`config.mk`:
```
export PLATFORM = sky130hd
export DESIGN_NAME = ssw_exec
export DESIGN_NICKNAME = d
export VERILOG_FILES = /design/src/rtl/ssw_pkg.sv /design/src/rtl/ssw_exec.sv /design/src/rtl/ssw_sub_flags.sv
export SDC_FILE = /design/constraint.sdc
export NUM_CORES = 1
export LEC_CHECK = 0
export ABC_CLOCK_PERIOD_IN_PS = 7270
export BUFFER_PORTS_ARGS = -buffer_cell sky130_fd_sc_hd__buf_2
export CORE_ASPECT_RATIO = 0.8
export CORE_UTILIZATION = 47
export DETAILED_ROUTE_END_ITERATION = 10
export GPL_TIMING_DRIVEN = 0
export HOLD_SLACK_MARGIN = 0.03
export MAX_ROUTING_LAYER = met4
export PLACE_DENSITY = 0.8
export SLEW_MARGIN = 15
export SYNTH_ARGS = -nofsm -noshare
export SYNTH_HDL_FRONTEND = slang
export SYNTH_SLANG_ARGS = --single-unit
```
`constraint.sdc`:
```
create_clock -name clk -period 7.27 [get_ports clk]
set_input_delay 1.454 -clock clk [delete_from_list [all_inputs] [get_ports clk]]
set_output_delay 1.454 -clock clk [all_outputs]
set_load 0.01 [all_outputs]
```
`src/rtl/ssw_pkg.sv`:
```
// Package with opcodes, flag positions and widths for the subtract/skip/swap unit
package ssw_pkg;
  localparam int DATA_W = 8;
  localparam int FLAG_W = 6;
  localparam int NIB_W = 4;
  localparam logic [DATA_W-1:0] ZERO_BYTE = 8'h00;
  localparam logic [FLAG_W-1:0] FLAGS_RST = 6'h00;
  localparam logic [DATA_W-1:0] ACC_RST = 8'h00;
  // Flag bit positions
  localparam int FLAG_C = 0;
  localparam int FLAG_AC = 1;
  localparam int FLAG_Z = 2;
  localparam int FLAG_OV = 3;
  localparam int FLAG_X1 = 4;
  localparam int FLAG_X2 = 5;
  // Operation codes
  typedef enum logic [2:0] {
    SSW_OP_NOP = 3'h0,
    SSW_OP_SKIP_NZ = 3'h1,
    SSW_OP_SUB = 3'h2,
    SSW_OP_SUB_MEM = 3'h3,
    SSW_OP_SUB_IMM = 3'h4,
    SSW_OP_SWAP = 3'h5,
    SSW_OP_SWAP_ACC = 3'h6
  } ssw_op_t;
endpackage : ssw_pkg

```
`src/rtl/ssw_exec.sv`:
```
// Execution unit for skip-if-nonzero, subtract and nibble swap operations
`timescale 1ns/10ps
module ssw_exec
  import ssw_pkg::*;
#(
  parameter int W = DATA_W
) (
  // Clock and reset
  input wire logic clk,
  input wire logic reset_n,
  // Instruction issue
  input wire logic opValid,
  input wire ssw_op_t opCode,
  input wire logic [W-1:0] memData,
  input wire logic [W-1:0] immData,
  // Accumulator and flags
  output logic [W-1:0] acc,
  output logic [FLAG_W-1:0] flags,
  // Memory write back
  output logic memWrite,
  output logic [W-1:0] memWdata,
  // Sequencing
  output logic skipNext,
  output logic dummyCycle,
  output logic busy
);
  ////////////////////////////////////////////////////////////////////////
  // Sequencer states: idle takes requests, second is the skip op's extra cycle
  typedef enum logic [1:0] {SSW_IDLE, SSW_SECOND} ssw_state_t;
  ssw_state_t state, next_state;
  logic [W-1:0] next_acc, next_memWdata, subB, subDiff;
  logic [FLAG_W-1:0] next_flags, subFlags;
  logic next_memWrite, next_skipNext, next_dummyCycle, next_busy, pendSkip, next_pendSkip;
  logic take;

  // Swap the two nibbles of a byte
  function automatic logic [W-1:0] swapNib(input logic [W-1:0] v);
    swapNib = {v[NIB_W-1:0], v[W-1:NIB_W]};
  endfunction : swapNib

  // True for the three subtract variants, which all rewrite the flags
  function automatic logic isSubOp(input ssw_op_t op);
    isSubOp = (op == SSW_OP_SUB) || (op == SSW_OP_SUB_MEM) || (op == SSW_OP_SUB_IMM);
  endfunction : isSubOp

  // True for the ops whose result goes back to the memory byte
  function automatic logic writesMem(input ssw_op_t op);
    writesMem = (op == SSW_OP_SUB_MEM) || (op == SSW_OP_SWAP);
  endfunction : writesMem

  ////////////////////////////////////////////////////////////////////////
  // Request is taken only in idle; a request during the skip's second cycle is dropped
  assign take = opValid && (state == SSW_IDLE);

  ////////////////////////////////////////////////////////////////////////
  // eight-bit modulo subtract
  assign subB = (opCode == SSW_OP_SUB_IMM) ? immData : memData;
  ssw_sub_flags #(.W(W)) uSub (
    .minuend(acc),
    .subtrahend(subB),
    .zeroPrev(flags[FLAG_Z]),
    .diff(subDiff),
    .flags(subFlags)
  );

  ////////////////////////////////////////////////////////////////////////
  // Sequencer: next state, pending skip and the skip pulses
  always_comb begin
    next_state = state;
    next_pendSkip = 1'b0;
    next_busy = 1'b0;
    next_skipNext = 1'b0;
    next_dummyCycle = 1'b0;
    case (state)
      SSW_IDLE: begin
        // skip op takes a second cycle
        if (take && (opCode == SSW_OP_SKIP_NZ)) begin
          next_pendSkip = (memData != ZERO_BYTE);
          next_busy = 1'b1;
          next_state = SSW_SECOND;
        end
      end
      SSW_SECOND: begin
        next_skipNext = pendSkip;
        next_dummyCycle = pendSkip;
        next_state = SSW_IDLE;
      end
      default: begin
        next_state = SSW_IDLE;
      end
    endcase
  end

  // Sequencer registers
  always_ff @(posedge clk or negedge reset_n) begin
    if (!reset_n) begin
      state <= SSW_IDLE;
      pendSkip <= 1'b0;
      busy <= 1'b0;
      skipNext <= 1'b0;
      dummyCycle <= 1'b0;
    end else begin
      state <= next_state;
      pendSkip <= next_pendSkip;
      busy <= next_busy;
      skipNext <= next_skipNext;
      dummyCycle <= next_dummyCycle;
    end
  end

  ////////////////////////////////////////////////////////////////////////
  // Accumulator and flags: skip and swaps leave the flags as they are
  always_comb begin
    next_acc = acc;
    next_flags = flags;
    if (take) begin
      case (opCode)
        SSW_OP_SUB, SSW_OP_SUB_IMM: begin
          next_acc = subDiff;
        end
        SSW_OP_SWAP_ACC: begin
          next_acc = swapNib(memData);
        end
        default: begin
          next_acc = acc;
        end
      endcase
      if (isSubOp(opCode)) begin
        next_flags = subFlags;
      end
    end
  end

  // Accumulator and flag registers
  always_ff @(posedge clk or negedge reset_n) begin
    if (!reset_n) begin
      acc <= ACC_RST;
      flags <= FLAGS_RST;
    end else begin
      acc <= next_acc;
      flags <= next_flags;
    end
  end

  ////////////////////////////////////////////////////////////////////////
  // Memory write back: a one-cycle strobe, data held until the next write
  always_comb begin
    next_memWrite = 1'b0;
    next_memWdata = memWdata;
    if (take && writesMem(opCode)) begin
      next_memWrite = 1'b1;
      if (opCode == SSW_OP_SWAP) begin
        next_memWdata = swapNib(memData);
      end else begin
        next_memWdata = subDiff;
      end
    end
  end

  // Memory write registers
  always_ff @(posedge clk or negedge reset_n) begin
    if (!reset_n) begin
      memWrite <= 1'b0;
      memWdata <= ZERO_BYTE;
    end else begin
      memWrite <= next_memWrite;
      memWdata <= next_memWdata;
    end
  end
endmodule : ssw_exec

```
`src/rtl/ssw_sub_flags.sv`:
```
// Combinational subtractor producing difference and status flags
`timescale 1ns/10ps
module ssw_sub_flags
  import ssw_pkg::*;
#(
  parameter int W = DATA_W
) (
  // Operands
  input wire logic [W-1:0] minuend,
  input wire logic [W-1:0] subtrahend,
  input wire logic zeroPrev,
  // Results
  output logic [W-1:0] diff,
  output logic [FLAG_W-1:0] flags
);
  logic [W:0] full;
  logic [NIB_W:0] low;
  // Subtract with no-borrow carry and flag derivation
  always_comb begin
    full = {1'b0, minuend} + {1'b0, ~subtrahend} + {{W{1'b0}}, 1'b1};
    low = {1'b0, minuend[NIB_W-1:0]} + {1'b0, ~subtrahend[NIB_W-1:0]} + {{NIB_W{1'b0}}, 1'b1};
    diff = full[W-1:0];
    flags = FLAGS_RST;
    flags[FLAG_C] = full[W];
    flags[FLAG_AC] = low[NIB_W];
    flags[FLAG_Z] = (full[W-1:0] == {W{1'b0}});
    flags[FLAG_OV] = (minuend[W-1] != subtrahend[W-1]) && (full[W-1] != minuend[W-1]);
    flags[FLAG_X1] = flags[FLAG_OV] ^ full[W-1];
    flags[FLAG_X2] = flags[FLAG_Z] & zeroPrev;
  end
endmodule : ssw_sub_flags

```
==> flow_metrics.tcl, run 1 <==
set metrics [dict create \
    run_status "completed" \
    standard_cell_row_count 19 \
    routedWlPerCell_um 15.3 \
    post_synth.cell_area_avg_um2 9.66 \
    clockPowerShare 0.125 \
    worstPathArrival_ns 4.97 \
    vdd_ir_drop_max_mv 0.169 \
    combPwrFrac 0.549 \
    drt-vias-per-instance 5.64 \
    area.growth.synth_to_final_pct 19.5 \
    number_of_hold_violations_in_the_final_report 0 \
    synth-seq-area-share 0.402 \
    wl_met1_mm 1.93 \
    fillerInstances 320 \
    cts_made_buffers 3 \
    power.density_nw_per_um2 364 \
    power.sequential.fraction 0.326 \
    period_minus_slack_ns 4.75 \
    p_sw_frac 0.434 \
    timing.critical_path.to_type "flop" \
    power.internal_w 0.000413 \
    finalMaxSlewViolations 0 \
    number_of_distinct_library_cells_after_synthesis 45 \
    vertical_die_dimension_um 55.5 \
    ios 48 \
    first_global_vias 1404 \
    start_util 0.491 \
    track_usage 0.236 \
    floorplan.die_area_um2 3820 \
    dr_wl_met3_um 224 \
    grt_max_degree 28 \
    placeableCoreArea_um2 3420 \
    dr_total_vias 1495 \
    rr_worst_depth 11 \
    clock.fmax_mhz 211 \
    cts_max_path_buffers 2 \
    number_of_buffers_added_for_setup_after_cts 0 \
    cts_sinks 27 \
    num-nets-final 256 \
    min-delay-start "pendSkip$_DFF_PN0_" \
    final_antenna_net_count 0 \
    total_switching_power_w 0.000317 \
    crit-reg2reg-capture "flags[5]$_DFFE_PN0P_" \
    antenna-diode-count 0 \
    hold_buffers 0 \
    ys.warnings.count 0 \
    drive_gt1_frac 0.283 \
    whs_path_depth 1 \
    number_of_remaining_drc_errors 0 \
    grt_setup_unrepaired "false" \
    tns_ns 0 \
    top_layer "met4" \
    hold_path_class "reg2reg" \
    tritoncts "yes" \
    drv_cap 0 \
    share_of_the_clock_period_used_by_the_worst_path 0.653 \
    die-width_um 68.9 \
    worst_flop_to_flop_path_startpoint "acc[2]$_DFFE_PN0P_" \
    synthesis.nets 206 \
    worst_clock_skew_ns 0.00484 \
    crit_required_ns 7.50 \
    drt-total-wl_mm 4.06 \
    detailedRoute.firstIterationViolations 128 \
    cts_resized 0 \
    yosys_register_bits 27 \
    place_hpwl_mm 3.11 \
    power.static_leakage_nw 1.02 \
    place.port_buffers 45 \
    report.power.total_w 0.000731 \
    clkLatencyLatePin_ns 0.28 \
    htree_num_levels 1 \
    critical_path_class "in2reg" \
    worst_setup_sp_type "primary input" \
    synthCells 174 \
    globalRouteOverflowTotal 0 \
    grt_antenna_before_repair 0 \
    clock_tree.root_cell "sky130_fd_sc_hd__clkbuf_8" \
    finalSetupViolCount 0 \
    drtPass1Iterations 4 \
    worst-slew-pin-transition_ns 0.662 \
    met2_wirelength_from_detailed_routing_mm 1.88 \
    hold_slack_ns 0.464 \
    ff2ff_setup_slack_ns 3.96 \
    clk_transition_reported_paths_ns 0.10 \
    synth.cell_area_um2 1680 \
    gp_routability_congestion 0.887 \
    whs_endpoint "dummyCycle$_DFF_PN0_" \
    critical_path_peak_fanout 10 \
    grt_first_pass_wirelength_mm 6.42 \
    max_slew_margin 0.552 \
]
## critical path, stage by stage
cell and delay [ns]:
sky130_fd_sc_hd__buf_4 0.13, sky130_fd_sc_hd__nor3b_2 0.18, sky130_fd_sc_hd__buf_6 0.20, sky130_fd_sc_hd__mux2i_1 0.22, sky130_fd_sc_hd__ha_1 0.31, sky130_fd_sc_hd__o21ai_0 0.20, sky130_fd_sc_hd__a21oi_1 0.08, sky130_fd_sc_hd__o311ai_1 0.57
sky130_fd_sc_hd__nand2b_1 0.13, sky130_fd_sc_hd__a21oi_1 0.19, sky130_fd_sc_hd__fa_1 0.27, sky130_fd_sc_hd__nand4b_1 0.12, sky130_fd_sc_hd__a211o_1 0.29, sky130_fd_sc_hd__a2111oi_2 0.40, sky130_fd_sc_hd__a22o_1 0.20
## cell type report
class                      count  area [um^2]  share of cell area
buffer                         9         60.1              0.0299
clock buffer                   3         41.3              0.0206
clock inverter                 1         8.76             0.00436
inverter                       7         26.3              0.0131
multi-input combinational    131          918               0.457
sequential                    27          676               0.336
tap                           42         52.6              0.0262
timing repair buffer          45          225               0.112
## sequential cells by signal, indices dropped and copies added (netlist names)
name and count:
acc 8, busy 1, dummyCycle 1, flags 6, memWdata 8, memWrite 1
pendSkip 1, state 1
## placed cells by master (no fill, tap or decap), drive strengths merged, types with 2 or more instances in the layout
master  synthesis  final
a211o           3      3
a21oi          11     11
a31oi           2      2
and2            3      3
and2b           2      2
buf             7     52
clkbuf          2      5
dfrtp          27     27
fa              2      2
ha              8      8
inv             7      8
mux2            2      2
mux2i          14     14
nand2          18     18
nand2b          2      2
nor2           14     14
nor3            4      4
nor4            2      2
o211ai          3      3
o21ai          18     18
o31ai           2      2
xnor2           2      2
xor2            2      2
## kinds of logic after synthesis
group / Yosys count / share of synthesized area
flip-flops: 27 / 0.402
multiplexers: 16 / 0.0968
AND/OR/NAND/NOR: 52 / 0.150
buffers and inverters: 16 / 0.0514
AO/OA/AOI/OAI: 49 / 0.195
XOR/XNOR: 4 / 0.0209
adder cells (fa/ha/maj): 10 / 0.0834
## metrics by stage
step / cell area, um^2 / instances / worst slack, ns / util
global route: 2010 / 265 / 2.29 / 0.587
CTS: 2010 / 265 / 2.53 / 0.587
global placement: 1960 / 261 / 2.26 / 0.572
floorplan: 1680 / 174 / 2.72 / -
detailed placement: 1960 / 261 / 2.25 / 0.572
finish: 2010 / 265 / 2.52 / 0.587
## synth_stat cells (all sizes together)
cell type	count	area (um^2)
o211ai	3	22.5
xor2	2	17.5
buf	7	52.6
mux2	2	22.5
a211oi	1	7.51
nand2b	2	12.5
nor4	2	12.5
a31oi	2	12.5
or2	1	6.26
nand3	1	5.00
dfrtp	27	676
and2b	2	16.3
nor3	4	20.0
a2111oi	1	15.0
o31ai	2	15.0
inv	7	26.3
nand4b	1	8.76
o22a	1	8.76
xnor2	2	17.5
a21o	1	8.76
a22o	1	8.76
or3	1	6.26
a21boi	1	7.51
o311ai	1	8.76
o21a	1	7.51
ha	8	100
nor2	14	52.6
o21ai	18	101
clkbuf	2	7.51
a211o	3	26.3
and2	3	18.8
nand3b	1	7.51
nand2	18	67.6
fa	2	40.0
a21oi	11	55.1
a221oi	1	15.0
mux2i	14	140
o21bai	1	7.51
nor2b	1	6.26
nor3b	1	12.5
## power groups by stage
stage                     Combinational (W)  Sequential (W)  Clock [W]
after floorplan                    0.000247        0.000263          0
after global placement             0.000387        0.000241          0
after detailed placement           0.000396        0.000242          0
after CTS                          0.000400        0.000239  0.0000949
after global routing               0.000444        0.000246   0.000102
final                              0.000401        0.000238  0.0000912
## layer usage
metal | track usage | vias up
met5 | - | -
met4 | 0.0525 | 0
met3 | 0.0496 | 4
met2 | 0.363 | 49
met1 | 0.319 | 723
li1 | - | 719
## how the worst max path moves through the flow
| stage | slack, ns | end | startpoint | depth (start not counted) |
|---|---|---|---|---|
| 2_1_floorplan | 2.72 | flags[5]$_DFFE_PN0P_ | opCode[1] | 15 |
| 3_3_place_gp | 2.26 | flags[5]$_DFFE_PN0P_ | opCode[2] | 15 |
| 3_5_place_dp | 2.25 | flags[5]$_DFFE_PN0P_ | opCode[2] | 15 |
| 4_1_cts | 2.53 | flags[5]$_DFFE_PN0P_ | opCode[2] | 15 |
| 5_1_grt | 2.29 | flags[5]$_DFFE_PN0P_ | opCode[2] | 15 |
| 6_report | 2.52 | flags[5]$_DFFE_PN0P_ | opCode[2] | 15 |
(Power assumes the default switching activity.)
==> run 2, diff against run 1 <==
--- a/config.mk
+++ b/config.mk
@@ -5,7 +5,8 @@
 export SDC_FILE = /design/constraint.sdc
 export NUM_CORES = 1
 export LEC_CHECK = 0
-export ABC_CLOCK_PERIOD_IN_PS = 7270
+export ABC_AREA = 1
+export ABC_CLOCK_PERIOD_IN_PS = 4550
 export BUFFER_PORTS_ARGS = -buffer_cell sky130_fd_sc_hd__buf_2
 export CORE_ASPECT_RATIO = 0.8
 export CORE_UTILIZATION = 47
==> constraint.sdc (replaced) <==
create_clock -name clk -period 4.55 [get_ports clk]
set_input_delay 0.91 -clock clk [delete_from_list [all_inputs] [get_ports clk]]
set_output_delay 0.91 -clock clk [all_outputs]
set_load 0.01 [all_outputs]
==> run 2 against run 1 <==
- die area is 4.0% higher
- synthesized area is 4.1% higher
- largest power group unchanged
- final cell count is 28% higher
- highest routed layer unchanged
- combinational power is 50% higher
- sequential power is 58% higher
- critical path depth is 7 higher
- hold slack better by 0.012 ns
- global-route usage is 0.84 points lower
- first-iteration DRC count is 1.6% lower
- total power is 52% higher
- design area is 3.7% higher
- clock-buffer cell count is 1 higher
- critical path type unchanged
==> flow_metrics.tcl, run 2 <==
set metrics [dict create \
    placed_area_um2 2040 \
    detailedRoute.firstIterationViolations 126 \
    die-width_um 70.2 \
    final_antenna_net_count 0 \
    cts_sinks 27 \
    biggestRegsByFlops "acc: 8 flops, memWdata: 8 flops, flags: 6 flops" \
    grt_antenna_before_repair 0 \
    clock_tree.root_cell "sky130_fd_sc_hd__clkbuf_8" \
    place_hpwl_mm 3.31 \
    finalMaxSlewViolations 0 \
    floorplan.die_area_um2 3970 \
    post-route-cell-area_um2 2080 \
    htree_num_levels 1 \
    first_global_vias 1467 \
    area.growth.synth_to_final_pct 19.0 \
    register_area_um2 676 \
    grt_setup_unrepaired "false" \
    dr_wl_met3_um 230 \
    drv_cap 0 \
    synth-seq-area-share 0.386 \
    cts_max_path_buffers 2 \
    vertical_die_dimension_um 56.6 \
    clock.fmax_mhz 270 \
    ff2ff_setup_slack_ns 1.91 \
    period_minus_slack_ns 3.70 \
    synth_top_cells_by_count "sky130_fd_sc_hd__nand2_1, sky130_fd_sc_hd__inv_1, sky130_fd_sc_hd__dfrtp_1" \
    share_of_the_clock_period_used_by_the_worst_path 0.813 \
    number_of_distinct_library_cells_after_synthesis 27 \
    gp_routability_congestion 0.905 \
    clk_transition_reported_paths_ns 0.09 \
    dr_total_vias 1692 \
    start_util 0.501 \
    min-delay-start "memWdata[5]$_DFFE_PN0P_" \
    cts_resized 0 \
    met2_wirelength_from_detailed_routing_mm 1.87 \
    synth_flop_cell "sky130_fd_sc_hd__dfrtp_1" \
    ys.warnings.count 0 \
    synthesis.nets 277 \
    top_layer "met4" \
    most_used_cells_in_the_layout_excluding_fill_and_tap_cells "sky130_fd_sc_hd__nand2_1, sky130_fd_sc_hd__buf_2, sky130_fd_sc_hd__inv_1, sky130_fd_sc_hd__dfrtp_1, sky130_fd_sc_hd__nor2_1" \
    rr_worst_depth 17 \
    hold_buffers 0 \
    number_of_remaining_drc_errors 0 \
    hold_path_class "reg2reg" \
    place.port_buffers 47 \
    worst_setup_sp_type "primary input" \
    worst_flop_to_flop_path_startpoint "acc[2]$_DFFE_PN0P_" \
    antenna-diode-count 0 \
    standard_cell_row_count 19 \
    placeableCoreArea_um2 3490 \
    synth.cell_area_um2 1750 \
    multi_input_area_um2 905 \
    power.static_leakage_nw 1.22 \
    yosysTopAreaCell "sky130_fd_sc_hd__dfrtp_1" \
    wl_met1_mm 2.05 \
    number_of_buffers_added_for_setup_after_cts 0 \
    crit-reg2reg-capture "flags[5]$_DFFE_PN0P_" \
    synth_edf_count 0 \
    fillerInstances 337 \
    drive_gt1_frac 0.213 \
    routedWlPerCell_um 12.3 \
    max_slew_margin 0.593 \
    crit_required_ns 4.76 \
    cts_made_buffers 3 \
    yosysMostFrequentCell "sky130_fd_sc_hd__nand2_1" \
    worst_clock_skew_ns 0.00388 \
    drt-total-wl_mm 4.15 \
    hold_slack_ns 0.476 \
    finalSetupViolCount 0 \
    finish.utilization 0.596 \
    post_synth.cell_area_avg_um2 7.14 \
    drt-vias-per-instance 5.01 \
    worst-slew-pin-transition_ns 0.611 \
    vdd_ir_drop_max_mv 0.272 \
    timing.critical_path.to_type "flop" \
    ios 48 \
    yosys_register_bits 27 \
    synthCells 245 \
    drtPass1Iterations 4 \
    whs_endpoint "memWdata[5]$_DFFE_PN0P_" \
    grt_max_degree 28 \
    number_of_hold_violations_in_the_final_report 0 \
    critical_path_class "in2reg" \
    tns_ns 0 \
    clkLatencyLatePin_ns 0.27 \
    worstPathArrival_ns 3.91 \
    grt_first_pass_wirelength_mm 6.84 \
    tritoncts "yes" \
    synth-async-reset-ratio 1.00 \
    synth.area.top_cells "sky130_fd_sc_hd__dfrtp_1, sky130_fd_sc_hd__nand2_1, sky130_fd_sc_hd__inv_1" \
    globalRouteOverflowTotal 0 \
    track_usage 0.228 \
    layout_commonest_cell "sky130_fd_sc_hd__nand2_1" \
    power.density_nw_per_um2 533 \
    run_status "completed" \
    synth_largest_type_area_fraction 0.386 \
    critical_path_peak_fanout 10 \
    num-nets-final 329 \
    whs_path_depth 2 \
]
run 2: changes by cell type in the layout (fill, tap and decap cells not counted), moves of 3 or more:
cell                       previous run  this run
sky130_fd_sc_hd__mux2i_1             14         0
sky130_fd_sc_hd__o211ai_1             3         0
sky130_fd_sc_hd__nor2_1              14        22
sky130_fd_sc_hd__buf_2               45        48
sky130_fd_sc_hd__nor3_1               4         0
sky130_fd_sc_hd__inv_1                7        34
sky130_fd_sc_hd__nand4_1              0         3
sky130_fd_sc_hd__nand2_1             18        75
sky130_fd_sc_hd__nand3_1              1        11
sky130_fd_sc_hd__a21oi_1             11        20
sky130_fd_sc_hd__a211o_1              3         0
run 2: per-stage QoR:
stage	std cells	total power, W	setup slack, ns
2_1_floorplan	245	0.000784	1.16
3_3_place_gp	334	0.000962	0.619
3_5_place_dp	334	0.000972	0.603
4_1_cts	338	0.00111	0.877
5_1_grt	338	0.00121	0.594
6_report	338	0.00111	0.852
run 2: worst max-delay path by stage:
stage,endpoint,from,slack (ns)
3_5_place_dp,flags[5]$_DFFE_PN0P_,opCode[1],0.60
3_3_place_gp,flags[5]$_DFFE_PN0P_,opCode[1],0.62
5_1_grt,flags[5]$_DFFE_PN0P_,opCode[1],0.59
6_report,flags[5]$_DFFE_PN0P_,opCode[1],0.85
4_1_cts,flags[5]$_DFFE_PN0P_,opCode[1],0.88
2_1_floorplan,flags[5]$_DFFE_PN0P_,opCode[1],1.16
run 2: per-layer routing:
metal	global-route usage	vias to the layer above
met5	-	-
met4	0.0257	0
met3	0.0395	2
met2	0.332	49
met1	0.343	759
li1	-	882
run 2: worst max-delay path: stages:
cell,delay [ns]
sky130_fd_sc_hd__buf_2,0.13
sky130_fd_sc_hd__nor2_1,0.06
sky130_fd_sc_hd__nand2_2,0.13
sky130_fd_sc_hd__clkbuf_1,0.32
sky130_fd_sc_hd__o21ai_0,0.22
sky130_fd_sc_hd__ha_1,0.36
sky130_fd_sc_hd__nand2_1,0.06
sky130_fd_sc_hd__nor2_1,0.10
sky130_fd_sc_hd__nand2_1,0.07
sky130_fd_sc_hd__nand3_1,0.09
sky130_fd_sc_hd__nand2_1,0.05
sky130_fd_sc_hd__nand2_1,0.06
sky130_fd_sc_hd__a21oi_1,0.08
sky130_fd_sc_hd__fa_1,0.58
sky130_fd_sc_hd__nand2_1,0.07
sky130_fd_sc_hd__nor2_1,0.08
sky130_fd_sc_hd__nand2_1,0.06
sky130_fd_sc_hd__nor2_2,0.10
sky130_fd_sc_hd__nand3_1,0.08
sky130_fd_sc_hd__nor2_1,0.13
sky130_fd_sc_hd__nand3_1,0.09
sky130_fd_sc_hd__nand2_1,0.07
run 2: power breakdown:
part / switching, W / total, W / internal (W)
Combinational: 0.000365 / 0.000600 / 0.000235
Clock: 0.0000718 / 0.000134 / 0.0000627
Sequential: 0.0000556 / 0.000375 / 0.000319
run 2: logic make-up (layout without fill, tap and decap cells):
logic type                 count (synthesis)  count (layout)  synth area share
and+or+nand+nor                          120             120             0.286
AOI/OAI and AO/OA                         45              45             0.142
adders and majority gates                 10              10            0.0801
xor gates and xnor gates                   1               1           0.00930
DFF                                       27              27             0.386
buffers and inverters                     42              93            0.0966
run 2: cell type report:
cell class / count / share of cell area
plain buffers: 4 / 0.0114
clock buffers: 4 / 0.0216
multi-input cells: 176 / 0.434
repair buffers: 47 / 0.113
well taps: 42 / 0.0252
inverters: 38 / 0.0697
flip-flops and latches: 27 / 0.325
==> run 3, diff against run 2 <==
--- a/config.mk
+++ b/config.mk
@@ -5,8 +5,8 @@
 export SDC_FILE = /design/constraint.sdc
 export NUM_CORES = 1
 export LEC_CHECK = 0
-export ABC_AREA = 1
-export ABC_CLOCK_PERIOD_IN_PS = 4550
+export ABC_AREA = 0
+export ABC_CLOCK_PERIOD_IN_PS = 3000
 export BUFFER_PORTS_ARGS = -buffer_cell sky130_fd_sc_hd__buf_2
 export CORE_ASPECT_RATIO = 0.8
 export CORE_UTILIZATION = 47
@@ -14,7 +14,7 @@
 export GPL_TIMING_DRIVEN = 0
 export HOLD_SLACK_MARGIN = 0.03
 export MAX_ROUTING_LAYER = met4
-export PLACE_DENSITY = 0.8
+export PLACE_DENSITY = 0.83
 export SLEW_MARGIN = 15
 export SYNTH_ARGS = -nofsm -noshare
 export SYNTH_HDL_FRONTEND = slang
==> constraint.sdc (replaced) <==
create_clock -name clk -period 3 [get_ports clk]
set_input_delay 0.6 -clock clk [delete_from_list [all_inputs] [get_ports clk]]
set_output_delay 0.6 -clock clk [all_outputs]
set_load 0.01 [all_outputs]
==> run 3 against run 2 <==
- the run now ends with setup timing left
- design area grew 6.4%
- clock-buffer cell count fell by 1
- register-to-register slack worse by 1.7 ns
- critical path type unchanged
- worst setup slack got worse by 1.2 ns
- utilization grew 5.1 points
- sequential cell count unchanged
- combinational power grew 97%
==> flow_metrics.tcl, run 3 (synthesis results as in run 1) <==
set metrics [dict create \
    run_status "finished, violations left" \
    violations "setup timing" \
    grt_max_degree 28 \
    tritoncts "yes" \
    start_util 0.491 \
    power.internal_w 0.00111 \
    share_of_the_clock_period_used_by_the_worst_path 1.11 \
    p_sw_frac 0.438 \
    grt_first_pass_wirelength_mm 7.11 \
    ios 48 \
    rr_worst_depth 11 \
    cts_max_path_buffers 2 \
    grt_antenna_before_repair 0 \
    routedWlPerCell_um 16.2 \
    globalRouteOverflowTotal 0 \
    number_of_remaining_drc_errors 0 \
    combPwrFrac 0.599 \
    drt-total-wl_mm 4.43 \
    dr_total_vias 1562 \
    period_minus_slack_ns 3.33 \
    drt-vias-per-instance 5.70 \
    placement.setup.worst_slack_ns -0.833 \
    clock_tree.root_cell "sky130_fd_sc_hd__clkbuf_8" \
    detailedRoute.firstIterationViolations 118 \
    standard_cell_row_count 19 \
    ff2ff_setup_slack_ns 0.22 \
    critical-path-top-delay-family "compound AO/OA/AOI/OAI gates" \
    clockPowerShare 0.107 \
    finalSetupViolCount 5 \
    num-nets-final 265 \
    power.sequential.fraction 0.294 \
    clock.fmax_mhz 301 \
    htree_num_levels 1 \
    max_slew_margin 0.584 \
    report.power.total_w 0.00198 \
    finalMaxSlewViolations 0 \
    antenna-diode-count 0 \
    timing.critical_path.to_type "flop" \
    drtPass1Iterations 4 \
    cp_slowest_cell "sky130_fd_sc_hd__fa_2" \
    placeableCoreArea_um2 3420 \
    critical_path_peak_fanout 7 \
    critical_path_class "in2reg" \
    floorplan.die_area_um2 3820 \
    track_usage 0.260 \
    buffering_stage_count_on_the_worst_path_with_inverters_included 2 \
    place.port_buffers 45 \
    total_switching_power_w 0.000865 \
    drv_cap 0 \
    area.growth.synth_to_final_pct 31.8 \
    grt_setup_unrepaired "true" \
    cts_sinks 27 \
    power.static_leakage_nw 1.09 \
    final_critical_path_setup_slack_ns -0.326 \
    first_global_vias 1466 \
    drive_gt1_frac 0.358 \
    worst_flop_to_flop_path_startpoint "acc[1]$_DFFE_PN0P_" \
    worstPathArrival_ns 3.54 \
    final_antenna_net_count 0 \
    die-width_um 68.9 \
    cts_made_buffers 3 \
    hold_path_class "in2async" \
    most_used_cells_in_the_layout_excluding_fill_and_tap_cells "sky130_fd_sc_hd__buf_2, sky130_fd_sc_hd__dfrtp_1, sky130_fd_sc_hd__nand2_1, sky130_fd_sc_hd__mux2i_1, sky130_fd_sc_hd__nor2_1" \
    crit_required_ns 3.22 \
    worst_clock_skew_ns 0.00433 \
    crit-reg2reg-capture "flags[5]$_DFFE_PN0P_" \
    place_hpwl_mm 3.18 \
    cp_slowest_stage_delay_ns 0.55 \
    worst-slew-pin-transition_ns 0.621 \
    biggestRegsByFlops "acc: 8 flops, memWdata: 8 flops, flags: 6 flops" \
    worst_setup_sp_type "primary input" \
    hold_buffers 0 \
    clk_transition_reported_paths_ns 0.10 \
    power.density_nw_per_um2 893 \
    layout_commonest_cell "sky130_fd_sc_hd__buf_2" \
    vdd_ir_drop_max_mv 0.560 \
    clkLatencyLatePin_ns 0.28 \
    number_of_hold_violations_in_the_final_report 0 \
    vertical_die_dimension_um 55.5 \
    gp_routability_congestion 0.916 \
    chain_of_cells_forming_the_critical_path "buf_8, nor3b_4, buf_6, mux2_4, ha_4, nand2b_4, a21oi_4, o311ai_4, nand2b_1, a21oi_2, fa_2, nand4b_1, a211o_1, a2111oi_4, a22o_1" \
]
[run 3: cell count changes in the layout (fill, tap and decap cells not counted), moves of 5 or more]
cell	previous run	this run
sky130_fd_sc_hd__nand2_1	75	18
sky130_fd_sc_hd__nand3_1	11	1
sky130_fd_sc_hd__mux2i_1	0	14
sky130_fd_sc_hd__buf_4	2	10
sky130_fd_sc_hd__inv_1	34	7
sky130_fd_sc_hd__a21oi_1	20	8
sky130_fd_sc_hd__o21ai_0	18	13
sky130_fd_sc_hd__nor2_1	22	14
[run 3: worst max-delay path by stage]
stage	cells past startpoint	from	end
floorplan	15	opCode[1]	flags[5]$_DFFE_PN0P_
global placement	15	opCode[0]	flags[5]$_DFFE_PN0P_
detailed placement	15	opCode[0]	flags[5]$_DFFE_PN0P_
CTS	15	opCode[0]	flags[5]$_DFFE_PN0P_
global route	15	opCode[0]	flags[5]$_DFFE_PN0P_
finish	15	opCode[0]	flags[5]$_DFFE_PN0P_
[run 3: repair_timing]
| action | 4_1_cts | 5_1_grt |
|---|---|---|
| buffers inserted | 6 | 3 |
| endpoints found under the setup margin | 5 | 6 |
| pin swaps | 5 | 4 |
| gates resized for setup | 4 | 6 |
[run 3: through the flow]
stage	cell area, um^2	util	TNS [ns]	instances	hold slack (ns)
finish	2210	0.647	-0.936	274	0.314
CTS	2170	0.633	-1.39	271	0.342
global route	2210	0.647	-1.48	274	0.355
detailed placement	2050	0.599	-3.53	261	0.446
global placement	2050	0.599	-3.32	261	0.441
floorplan	1770	-	-1.51	174	0.304
[run 3: cell type report]
cell class | instances | area (um^2)
fill | 290 | 1210
multi-input combinational | 131 | 1020
sequential | 27 | 676
timing repair buffer | 54 | 315
buffer | 9 | 76.3
tap | 42 | 52.6
clock buffer | 3 | 41.3
inverter | 7 | 26.3
clock inverter | 1 | 5.00
[run 3: metal layers]
layer  vias up  wire length, um  track usage
met3        11              387       0.0434
met5         -                0            -
met1       735             2070        0.395
li1        734                -            -
met4         0               49       0.0466
met2        82             1920        0.368
[run 3: power groups by stage]
stage                     Sequential, W  Combinational, W  Clock (W)
after floorplan                0.000638          0.000727          0
after global placement         0.000583           0.00107          0
after detailed placement       0.000587           0.00109          0
after CTS                      0.000581           0.00114   0.000215
after global routing           0.000599           0.00130   0.000234
final                          0.000581           0.00118   0.000213
[run 3: worst register-to-register path, delay by kind of cell (launching register included)]
| kind | cells | cell delay (ns) |
|---|---|---|
| AOI/OAI and AO/OA | 6 | 1.09 |
| adders and majority gates | 2 | 0.89 |
| DFF | 1 | 0.44 |
| and+or+nand+nor | 3 | 0.29 |
